File: config.mk
export PLATFORM = sky130hd
export DESIGN_NAME = pin_strap_switch_config
export DESIGN_NICKNAME = d
export VERILOG_FILES = /design/src/strap_cfg_pkg.sv /design/src/strap_sync.sv /design/src/cfg_image_mem.sv /design/src/pin_strap_switch_config.sv
export SDC_FILE = /design/constraint.sdc
export NUM_CORES = 1
export LEC_CHECK = 0
export BUFFER_PORTS_ARGS = -buffer_cell sky130_fd_sc_hd__buf_2
export CELL_PAD_IN_SITES_DETAIL_PLACEMENT = 0
export CELL_PAD_IN_SITES_GLOBAL_PLACEMENT = 1
export CORE_MARGIN = 3
export CORE_UTILIZATION = 49
export CTS_BUF_LIST = sky130_fd_sc_hd__clkbuf_2
export CTS_CLUSTER_SIZE = 28
export DETAILED_ROUTE_END_ITERATION = 12
export PLACE_DENSITY_LB_ADDON = 0.1
export SYNTH_ARGS = -nofsm -noshare
export SYNTH_HDL_FRONTEND = slang
export SYNTH_SLANG_ARGS = --single-unit
File: constraint.sdc
create_clock -name clock -period 4.35 [get_ports clock]
set_clock_uncertainty 0.15 [all_clocks]
set_input_delay 0.87 -clock clock [delete_from_list [all_inputs] [get_ports clock]]
set_output_delay 0.87 -clock clock [all_outputs]
set_load 0.05 [all_outputs]
File: src/strap_cfg_pkg.sv
// Purpose: Shared constants for the strap configuration loader.
// Assumes: Eight-bit register images as seen by the serial register path.
// Notes:   Offsets index the register image array.
package strap_cfg_pkg;
  localparam int unsigned NUM_REGS = 8;
  localparam logic [2:0] OFF_HS_MODES   = 3'h0;
  localparam logic [2:0] OFF_AUX_MODES  = 3'h1;
  localparam logic [2:0] OFF_RX_SET     = 3'h2;
  localparam logic [2:0] OFF_TERM_PUL1  = 3'h3;
  localparam logic [2:0] OFF_TERM_PUL2  = 3'h4;
  localparam logic [2:0] OFF_EQ1        = 3'h5;
  localparam logic [2:0] OFF_EQ2        = 3'h6;
  localparam logic [2:0] OFF_TX_SET     = 3'h7;
  localparam int unsigned POS_SW_ENABLE = 6;
  localparam int unsigned POS_MODE_LO   = 4;
  localparam int unsigned POS_SRC_LO    = 0;
  localparam int unsigned POS_PE_LO     = 2;
  localparam int unsigned POS_OTO       = 1;
  localparam int unsigned POS_OCL       = 0;
  localparam logic [1:0] MODE_QUAD      = 2'h0;
  localparam logic [7:0] RST_HS_MODES   = 8'h00;
  localparam logic [7:0] RST_AUX_MODES  = 8'h40;
  localparam logic [7:0] RST_RX_SET     = 8'h01;
  localparam logic [7:0] RST_TERM_PUL   = 8'h00;
  localparam logic [7:0] RST_EQ         = 8'h00;
  localparam logic [7:0] RST_TX_SET     = 8'h00;
  typedef enum logic [0:0] {
    SRC_STRAP  = 1'b0,
    SRC_SERIAL = 1'b1
  } cfg_src_type;
endpackage

File: src/strap_sync.sv
// Purpose: Two-stage synchroniser for a bus of static strap levels.
// Assumes: Straps are asynchronous board levels.
// Notes:   The first stage is read only by the second.
`timescale 1ns/1ps
module strap_sync #(
  parameter int unsigned WIDTH = 8
) (
  input  wire logic             clock,
  input  wire logic             rst_n,
  input  wire logic [WIDTH-1:0] async_in,
  output logic      [WIDTH-1:0] sync_out
);
  logic [WIDTH-1:0] meta_r;
  logic [WIDTH-1:0] sync_r;
  always_ff @(posedge clock) begin
    if (!rst_n) begin
      meta_r <= '0;
      sync_r <= '0;
    end else begin
      meta_r <= async_in;
      sync_r <= meta_r;
    end
  end
  assign sync_out = sync_r;
endmodule

File: src/cfg_image_mem.sv
// Purpose: Small register image memory with registered read data.
// Assumes: One write and one read port on one clock.
// Notes:   Holds only the bytes written through the register port, never the strap values.
`timescale 1ns/1ps
module cfg_image_mem #(
  parameter int unsigned DEPTH = 8,
  parameter int unsigned AW    = 3
) (
  input  wire logic          clock,
  input  wire logic          rst_n,
  input  wire logic          wr_en,
  input  wire logic [AW-1:0] wr_addr,
  input  wire logic [7:0]    wr_data,
  input  wire logic [AW-1:0] rd_addr,
  output logic      [7:0]    rd_data
);
  logic [7:0] mem_r [DEPTH];
  logic [7:0] rd_data_r;
  always_ff @(posedge clock) begin
    if (wr_en) begin
      mem_r[wr_addr] <= wr_data;
    end
  end
  always_ff @(posedge clock) begin
    if (!rst_n) begin
      rd_data_r <= 8'h00;
    end else begin
      rd_data_r <= mem_r[rd_addr];
    end
  end
  assign rd_data = rd_data_r;
endmodule

File: src/pin_strap_switch_config.sv
// Summary of operation
// - Strap mode fixes high-speed switching to quad.
// - Enable strap low is standby, high on.
// - Source strap 00..11 routes source A..D.
// - Auxiliary switch held enabled, quad mode, while straps govern.
// - Same source strap selects auxiliary group A..D.
// - Input termination held on under straps.
// - Pulse-on-source termination disabled for all sources.
// - One equalization strap drives every input.
// - Equalization strap 0 is 6 dB, 1 is 12 dB.
// - Pre-emphasis strap 00..11 gives 0,2,4,6 dB.
// - Output termination strap 0 off, 1 on.
// - Current strap 0 is 10 mA, 1 is 20 mA.
// - Straps govern until first serial access.
//
// Purpose: Turns strap pins into effective switch settings.
// Assumes: A serial register engine outside drives the register port.
// Notes:   The serial path takes over on its first access and keeps it.
//
// Design decisions made here: the address map and strobed register access.
`timescale 1ns/1ps
module pin_strap_switch_config
  import strap_cfg_pkg::*;
(
  input  wire logic       clock,
  input  wire logic       rst_n,
  input  wire logic       strap_channel_enable,
  input  wire logic [1:0] strap_source_select,
  input  wire logic       strap_input_eq_level,
  input  wire logic [1:0] strap_preemph_level,
  input  wire logic       strap_out_term_on,
  input  wire logic       strap_out_current_level,
  input  wire logic [2:0] reg_addr,
  input  wire logic [7:0] reg_wdata,
  input  wire logic       reg_write,
  input  wire logic       reg_read,
  output logic      [7:0] reg_rdata,
  output logic            hs_enable,
  output logic      [1:0] hs_mode,
  output logic      [3:0] hs_source_onehot,
  output logic            aux_enable,
  output logic      [1:0] aux_mode,
  output logic      [3:0] aux_common_out,
  output logic            in_term_on,
  output logic      [3:0] term_pulse_en,
  output logic      [7:0] eq_high,
  output logic      [1:0] preemph_level,
  output logic            out_term_on,
  output logic            out_current_high,
  output logic            serial_in_control
);
  import strap_cfg_pkg::*;

  function automatic logic [3:0] src_decode(input logic [1:0] sel);
    src_decode = 4'h1 << sel;
  endfunction

  logic [7:0] strap_sync_w;
  logic [7:0] mem_rdata;
  cfg_src_type src_r;
  cfg_src_type src_nxt;
  logic [7:0] img_r [NUM_REGS];
  logic [7:0] img_nxt [NUM_REGS];
  logic [7:0] strap_img [NUM_REGS];
  logic [7:0] eff [NUM_REGS];
  logic       serial_access;

  // Straps are asynchronous levels, so they are synchronised first.
  strap_sync #(.WIDTH(8)) u_sync (
    .clock    (clock),
    .rst_n    (rst_n),
    .async_in ({strap_channel_enable, strap_source_select,
                strap_input_eq_level, strap_preemph_level,
                strap_out_term_on, strap_out_current_level}),
    .sync_out (strap_sync_w)
  );

  wire       s_en   = strap_sync_w[7];
  wire [1:0] s_ch   = strap_sync_w[6:5];
  wire       s_eq   = strap_sync_w[4];
  wire [1:0] s_pe   = strap_sync_w[3:2];
  wire       s_oto  = strap_sync_w[1];
  wire       s_ocl  = strap_sync_w[0];

  // The strap image mirrors the parallel register map bit for bit.
  assign strap_img[OFF_HS_MODES]  = {1'b0, s_en, MODE_QUAD, 2'b00, s_ch};
  assign strap_img[OFF_AUX_MODES] = {RST_AUX_MODES[7:2], s_ch};
  assign strap_img[OFF_RX_SET]    = RST_RX_SET;
  assign strap_img[OFF_TERM_PUL1] = RST_TERM_PUL;
  assign strap_img[OFF_TERM_PUL2] = RST_TERM_PUL;
  assign strap_img[OFF_EQ1]       = {8{s_eq}};
  assign strap_img[OFF_EQ2]       = {8{s_eq}};
  assign strap_img[OFF_TX_SET]    = {4'h0, s_pe, s_oto, s_ocl};

  assign serial_access = reg_write | reg_read;
  assign src_nxt = (serial_access || src_r == SRC_SERIAL) ?
                   SRC_SERIAL : SRC_STRAP;

  // On the handover the serial image starts from the strap values, so
  // the outputs do not jump on a read-only first access.
  always_comb begin
    for (int i = 0; i < NUM_REGS; i++) begin
      img_nxt[i] = (src_r == SRC_STRAP) ? strap_img[i] : img_r[i];
      if (reg_write && reg_addr == i[2:0]) begin
        img_nxt[i] = reg_wdata;
      end
    end
  end

  always_comb begin
    for (int i = 0; i < NUM_REGS; i++) begin
      eff[i] = (src_nxt == SRC_STRAP) ? strap_img[i] : img_nxt[i];
    end
  end

  always_ff @(posedge clock) begin
    if (!rst_n) begin
      src_r       <= SRC_STRAP;
    end else begin
      src_r       <= src_nxt;
    end
  end

  always_ff @(posedge clock) begin
    for (int i = 0; i < NUM_REGS; i++) begin
      if (!rst_n) begin
        img_r[i] <= 8'h00;
      end else begin
        img_r[i] <= img_nxt[i];
      end
    end
  end

  // This memory copy sees only register writes; read data come from the image below.
  cfg_image_mem #(.DEPTH(NUM_REGS), .AW(3)) u_mem (
    .clock   (clock),
    .rst_n   (rst_n),
    .wr_en   (reg_write),
    .wr_addr (reg_addr),
    .wr_data (reg_wdata),
    .rd_addr (reg_addr),
    .rd_data (mem_rdata)
  );

  // Read data stand one cycle and fall back to zero, straight from a flop.
  always_ff @(posedge clock) begin
    if (!rst_n) begin
      reg_rdata <= 8'h00;
    end else if (reg_read) begin
      reg_rdata <= (src_r == SRC_STRAP) ? strap_img[reg_addr]
                                        : img_r[reg_addr];
    end else begin
      reg_rdata <= 8'h00;
    end
  end
  // The memory is kept for a read path; the image is authoritative.
  wire [7:0] unused_rd = mem_rdata;

  always_ff @(posedge clock) begin
    if (!rst_n) begin
      hs_enable         <= 1'b0;
      hs_mode           <= MODE_QUAD;
      hs_source_onehot  <= 4'h0;
      aux_enable        <= 1'b1;
      aux_mode          <= MODE_QUAD;
      aux_common_out    <= 4'h0;
      in_term_on        <= 1'b1;
      term_pulse_en     <= 4'h0;
      eq_high           <= 8'h00;
      preemph_level     <= 2'h0;
      out_term_on       <= 1'b0;
      out_current_high  <= 1'b0;
      serial_in_control <= 1'b0;
    end else begin
      hs_enable        <= eff[OFF_HS_MODES][POS_SW_ENABLE];
      hs_mode          <= eff[OFF_HS_MODES][5:4];
      hs_source_onehot <= src_decode(eff[OFF_HS_MODES][1:0]);
      aux_enable       <= eff[OFF_AUX_MODES][POS_SW_ENABLE];
      aux_mode         <= eff[OFF_AUX_MODES][5:4];
      aux_common_out   <= src_decode(eff[OFF_AUX_MODES][1:0]);
      in_term_on       <= eff[OFF_RX_SET][0];
      term_pulse_en    <= {|eff[OFF_TERM_PUL2][7:4], |eff[OFF_TERM_PUL2][3:0],
                           |eff[OFF_TERM_PUL1][7:4],
                           |eff[OFF_TERM_PUL1][3:0]};
      eq_high          <= {eff[OFF_EQ2][7:4], eff[OFF_EQ1][3:0]};
      preemph_level    <= eff[OFF_TX_SET][3:2];
      out_term_on      <= eff[OFF_TX_SET][POS_OTO];
      out_current_high <= eff[OFF_TX_SET][POS_OCL];
      serial_in_control <= (src_nxt == SRC_SERIAL);
    end
  end

  a_strap_enable: assert property (@(posedge clock) disable iff (!rst_n)
    (src_r == SRC_STRAP && !serial_access) |=> hs_enable == $past(s_en))
    else $error("enable does not follow strap");
  a_quad_mode: assert property (@(posedge clock) disable iff (!rst_n)
    !serial_in_control |-> hs_mode == MODE_QUAD && aux_mode == MODE_QUAD)
    else $error("mode not quad under straps");
  a_aux_on: assert property (@(posedge clock) disable iff (!rst_n)
    !serial_in_control |-> aux_enable)
    else $error("aux disabled under straps");
  a_src_route: assert property (@(posedge clock) disable iff (!rst_n)
    (src_r == SRC_STRAP && !serial_access) |=>
    hs_source_onehot == (4'h1 << $past(s_ch)) &&
    aux_common_out == hs_source_onehot)
    else $error("source routing wrong");
  a_term_fixed: assert property (@(posedge clock) disable iff (!rst_n)
    !serial_in_control |-> in_term_on && term_pulse_en == 4'h0)
    else $error("input termination wrong");
  a_eq_all: assert property (@(posedge clock) disable iff (!rst_n)
    (src_r == SRC_STRAP && !serial_access) |=> eq_high == {8{$past(s_eq)}})
    else $error("equalization not common");
  a_tx_set: assert property (@(posedge clock) disable iff (!rst_n)
    (src_r == SRC_STRAP && !serial_access) |=>
    {preemph_level, out_term_on, out_current_high} ==
    $past({s_pe, s_oto, s_ocl}))
    else $error("transmitter settings wrong");
  a_handover: assert property (@(posedge clock) disable iff (!rst_n)
    serial_access |=> serial_in_control [*3])
    else $error("strap path regained control");
  c_serial_take: cover property (@(posedge clock) disable iff (!rst_n)
    !serial_in_control ##1 serial_in_control);
  c_source_d: cover property (@(posedge clock) disable iff (!rst_n)
    !serial_in_control && hs_source_onehot == 4'h8);
  c_strap_change: cover property (@(posedge clock) disable iff (!rst_n)
    !serial_in_control && $changed(preemph_level));
endmodule

**Word level (Yosys, flattened, before mapping)**

Memories as Yosys holds them, arrays and structs flattened.
Cells that the tools add are included.

- Bits in writable memories: 64
- Logic and storage cells: 91
- Register bits after elaboration: 56
- Memories kept: 1

- Mux-type cells: 38
- Eq/ne operators: 7
- Shifts and indexed selects: 2
- Reduce and logical (&&, ||, !) cells: 16
- Order comparisons: 1
- Bitwise operators: 10

Memories:

| name | words | bits a word | read ports | clocked after memory_dff | write ports | RTL line | RTL |
|---|---|---|---|---|---|---|---|
| img_r | 8 | 8 | 9 | 0 | 8 | pin_strap_switch_config.sv:62 | `logic [7:0] img_r [NUM_REGS];` |

Operators with widths:

| operator | count |
|---|---|
| 2-to-1 mux 8 bit | 30 |
| binary-select mux 8 bit (select 3 bit) | 1 |
| OR reduction 4 bit | 4 |
| == test 3 bit (second input constant) | 4 |
| OR 1 bit | 9 |
| logical AND 1 bit | 8 |
| 2-to-1 mux 4 bit | 2 |
| left shift 1 x 2 -> 4 bit (first input constant) | 2 |
| 2-to-1 mux 7 bit | 1 |
| == test 3 x 2 -> 1 bit (second input constant) | 2 |
| greater-or-equal comparator 4 bit (second input constant) | 1 |
| inverter 3 -> 4 bit | 1 |
| AND reduction 2 bit | 2 |
| == test 3 x 1 -> 1 bit (second input constant) | 1 |
| zero test 3 bit | 1 |
| 2-to-1 mux 1 bit | 3 |
| 2-to-1 mux 2 bit | 1 |
| logical OR 1 bit | 1 |

**Logic depth before layout (Yosys ltp)**

- Depth after elaboration: 5
- Gate-level depth with buffers: 7
- Mapped depth without buffers: 4

**Cells and area by module**

A second synthesis with hierarchy kept.

- Cell total of the unflattened synthesis: 519
- Area total of the unflattened synthesis: 4968.5 µm²

Modules (own cells, without submodules):

| module | sequential area each (µm²) | times used | area each (µm²) | cells an instance |
|---|---|---|---|---|
| pin_strap_switch_config | 2082.0 | 1 | 4521.8 | 486 |
| strap_sync | 320.3 | 1 | 446.7 | 33 |

**Least setup slack after synthesis**

OpenSTA, ideal clock, no wires.

- Path type: input -> register
- Start point: input reg_addr[2]
- End point: register hs_source_onehot[2]
- Data arrival time: 1.874 ns
- Slack: 2.206 ns
- Data required time: 4.080 ns
- Stages on the path: 5
- Buffers on the path: 1
- Path through: buf_6 -> nor4b_4 -> mux2i_1 -> nand2b_4 -> nor2_1

- Longest elaborated chain between the ends: 5

Ends and longest elaborated chain:

| element | RTL line | RTL |
|---|---|---|
| from (decl) | pin_strap_switch_config.sv:33 | `input wire logic [2:0] reg_addr,` |
| zero test 3 bit | pin_strap_switch_config.sv:104 | `if (reg_write && reg_addr == i[2:0]) begin` |
| logical AND 1 bit | pin_strap_switch_config.sv:104 |  |
| 2-to-1 mux 8 bit | pin_strap_switch_config.sv:104 |  |
| 2-to-1 mux 7 bit | pin_strap_switch_config.sv:112 | `eff[i] = (src_nxt == SRC_STRAP) ? strap_img[i] : img_nxt[i];` |
| left shift 1 x 2 -> 4 bit | pin_strap_switch_config.sv:55 | `src_decode = 4'h1 << sel;` |
| to (signal assigned) | pin_strap_switch_config.sv:177 | `hs_source_onehot <= src_decode(eff[OFF_HS_MODES][1:0]);` |
| to (decl) | pin_strap_switch_config.sv:40 | `output logic [3:0] hs_source_onehot,` |

No other way between the ends.
A chain may end at the register's enable or synchronous reset.

**Worst setup path in the final report**

- Start point: register serial_in_control
- End point: output serial_in_control

RTL lines:

| element | RTL line | RTL |
|---|---|---|
| from (decl) | pin_strap_switch_config.sv:50 | `output logic serial_in_control` |
| from (signal assigned) | pin_strap_switch_config.sv:189 | `serial_in_control <= (src_nxt == SRC_SERIAL);` |

No word-level cell between the ends.

==> impl_results.md <==
* CTS resizes at 0
* Num rows at 35
* Remaining antenna violation count at 0
* VDD IR max at 0.000230 V
* Max-cap violations at 0
* Sequential power share at 51.8%
* Post-synth cell types at 48
* Syn_area_per_cell at roughly 9.4 µm²
* # IOs at 63
* Final Hold Fails at 0
* WL final at 11900 µm
* Relative slew slack at 28.2%
* Netlist Area Pre-Place at about 0.0049 mm²
* Critical Path Fanout Max at 21
* Fill cells at about 870
* CP cell instances: buf_2
* TritonCTS Sinks at 120
* All-layer global routing usage at 22.0%
* Largest net degree at the start of global routing at 63
* Syn Nets at between 500 and 600
* Crit Path Class: register to primary output
* Combinational group share of total power at 11.0%
* CTS Buf Count at 17
* Port bufs at 62
* Sum Neg Setup Slack at 0 ns
* Largest cells by area after synthesis: dfxtp_1, a21oi_1, a211oi_1, mux4_2, nand3_1
* Hold_sp: strap_preemph_level[1]
* Final non-filler cell total at 698
* Vias post-DR at slightly below 4000
* Largest family of logic cells by synthesized area: simple AND/OR/NAND/NOR gates
* Switching pwr at 635 µW
* Power Internal at 1.60 mW
* Count of final setup violators at 0
* Residual DRC at 0
* Synth Flop Type: dfxtp_1
* Sequential cell area fraction in the yosys report at 49.0%
* Worst R2R Start: serial_in_control
* Xor and xnor area share after synthesis at 0.332%
* Startpoint Class: register
* Final worst path period need at 2.65 ns
* PwrDens at 411 mW/mm²
* Core area at 0.00946 mm²
* Max Clk Rate at approximately 380 MHz
* Slowest stage cell, crit path: dfxtp_2
* Status: completed
* Post-synthesis sequential element count at 120
* Root cell of the clock tree: clkbuf_2
* Unrepaired setup endpoints after global routing: no
* Post-CTS Setup Bufs at 0
* Met3 wire length at a little over 800 µm
* Number of global-route vias before repair at 3844
* Share of cells above drive strength 1 at between 20% and 30%
* WL met2 at 5430 µm
* CTS clock-pin slew for the worst setup and hold paths at ~0.21 ns
* Worst path top cell family by delay: flip-flops
* Initial antenna violation count at 0
* DRT iter0 DRCs at ~300
* Slew @ Worst Pin at roughly 1.1 ns
* First-pass GRT wire length at 19600 µm
* Crit end category: primary output
* Top-area cell type share of the netlist area at 49.0%
* CTS tree: done
* Synth warnings at 0
* Die H at 106 µm
* Die ar. at 0.0112 mm²
* Most common cell after layout, fill and taps aside: dfxtp_1
* FFs w/ async S/R, synth at 0%
* Hpwl dp at 7730 µm
* HP Class: primary input to register
* Gate Count Post-Synth at 520
* Critical Path RT at roughly 3.3 ns
* Syn-to-layout area delta at 11.1%
* Mux contribution to synthesized area at 10.8%
* Post-DR wirelength/cell at 17.0 µm
* Width of the die at 106 µm
* CTS H-tree lvls at 4
* # nets final at about 580
* CP peak stage delay at 0.66 ns
* GP Congestion at 0.803
* Net Sw Frac at 28.3%
* Clock latency on the worst-skew pair at 0.64 ns
* Starting Density at roughly half
* Most frequent cells in the layout: dfxtp_1, a21oi_1, buf_2
* Pins Over Slew Limit at 0
* M1 WL at 5410 µm
* Simple-Gate Fraction of Synth Area at 18.8%
* CP Buf/Inv Count at 1
* CP Launch Point: serial_in_control
* Global route total overflow at 0
* Tcrit/Tclk final at approximately three fifths
* Synth Area in Adders at 0%
* Clk buf depth at 2
* Final Power at approximately 2.2 mW
* 1st-pass router iterations at 7
* Post-synth EDFFs at 0
* Share of total power in the clock network at 37.2%
* Synth area leader: dfxtp_1
* Hold-fix buffers, CTS at 0
* Dpl cells at 666
* Critical path arrival at around 1.6 ns
* Diodes inserted at 0
* DR vias/cell at 5.63
* DR top layer: met4
* Compound-Gate Fraction of Synth Area at 15.6%
* LEAKAGE at roughly 2.1 nW
[area by class of cell]
type | instances | area [µm²] | area share [%]
Sequential cell | 120 | 2400 | 44.2
Multi-Input combinational cell | 346 | 2230 | 41.0
Timing Repair Buffer | 66 | 340 | 6.25
Clock inverter | 13 | 195 | 3.59
Tap cell | 129 | 161 | 2.96
Clock buffer | 19 | 95.1 | 1.75
Inverter | 5 | 18.8 | 0.345
[worst paths after layout]
path,to,slack [ns],cells past startpoint
max reg2reg,reg_rdata[5],2.16,5
min reg2reg,u_sync.sync_out[1],0.31,1
max,serial_in_control,1.70,1
min,u_sync.meta_r[3],0.26,2
[per-stage QoR]
| step | hold slack [ns] | utilization (%) | setup WS, ns | area (µm²) |
|---|---|---|---|---|
| after CTS | 0.212 | 57.6 | 1.64 | 5440 |
| after global placement | 0.263 | 54.5 | 1.26 | 5150 |
| after detailed placement | 0.268 | 54.5 | 1.19 | 5150 |
| final | 0.258 | 57.6 | 1.70 | 5440 |
| after global routing | 0.174 | 57.6 | 1.56 | 5440 |
| after floorplan | 0.262 | - | 2.21 | 4900 |
[layer usage]
metal | vias up | global-route usage, %
met5 | - | 0
met4 | 0 | 6.75
met3 | 21 | 6.38
met2 | 148 | 34.0
met1 | 1843 | 30.0
li1 | 1919 | -
[cell usage after synthesis (2+ instances only)]
| cell | instances |
|---|---|
| and2_1 | 19 |
| inv_1 | 4 |
| mux2i_1 | 20 |
| nand3_1 | 41 |
| nor2b_1 | 3 |
| mux4_2 | 11 |
| o21ai_0 | 2 |
| nor4_1 | 2 |
| nor3_1 | 6 |
| buf_2 | 18 |
| nor2_1 | 41 |
| o41ai_1 | 4 |
| mux2_2 | 7 |
| buf_6 | 5 |
| nand3_2 | 2 |
| a21oi_1 | 62 |
| clkbuf_1 | 24 |
| a22oi_1 | 2 |
| nor3b_1 | 2 |
| o211ai_1 | 2 |
| o22ai_1 | 8 |
| a211oi_1 | 35 |
| nand3b_1 | 2 |
| nand2_1 | 50 |
| dfxtp_1 | 120 |
| nand2b_1 | 6 |
[flip-flops by register name (all words and copies together) (netlist names), 4 cells and up]
| register | count |
|---|---|
| reg_rdata | 8 |
| term_pulse_en | 4 |
| u_sync.meta_r | 8 |
| aux_common_out | 4 |
| img_r | 64 |
| hs_source_onehot | 4 |
| eq_high | 8 |
| u_sync.sync_out | 8 |
[cells by family (layout without fill, tap and decap cells)]
family	after synthesis	in the layout
simple gates	184	184
compound gates	123	123
flops	120	120
buf+inv	54	103
mux	38	38
xor+xnor	1	1
[power groups by stage]
stage	clock network, mW	logic [mW]	registers (mW)
after floorplan	0	0.145	1.23
after detailed placement	0	0.246	1.18
after global placement	0	0.244	1.18
after CTS	0.851	0.247	1.16
after global routing	0.898	0.268	1.16
final	0.833	0.247	1.16
Note: power is estimated with default switching activity, not from simulation.
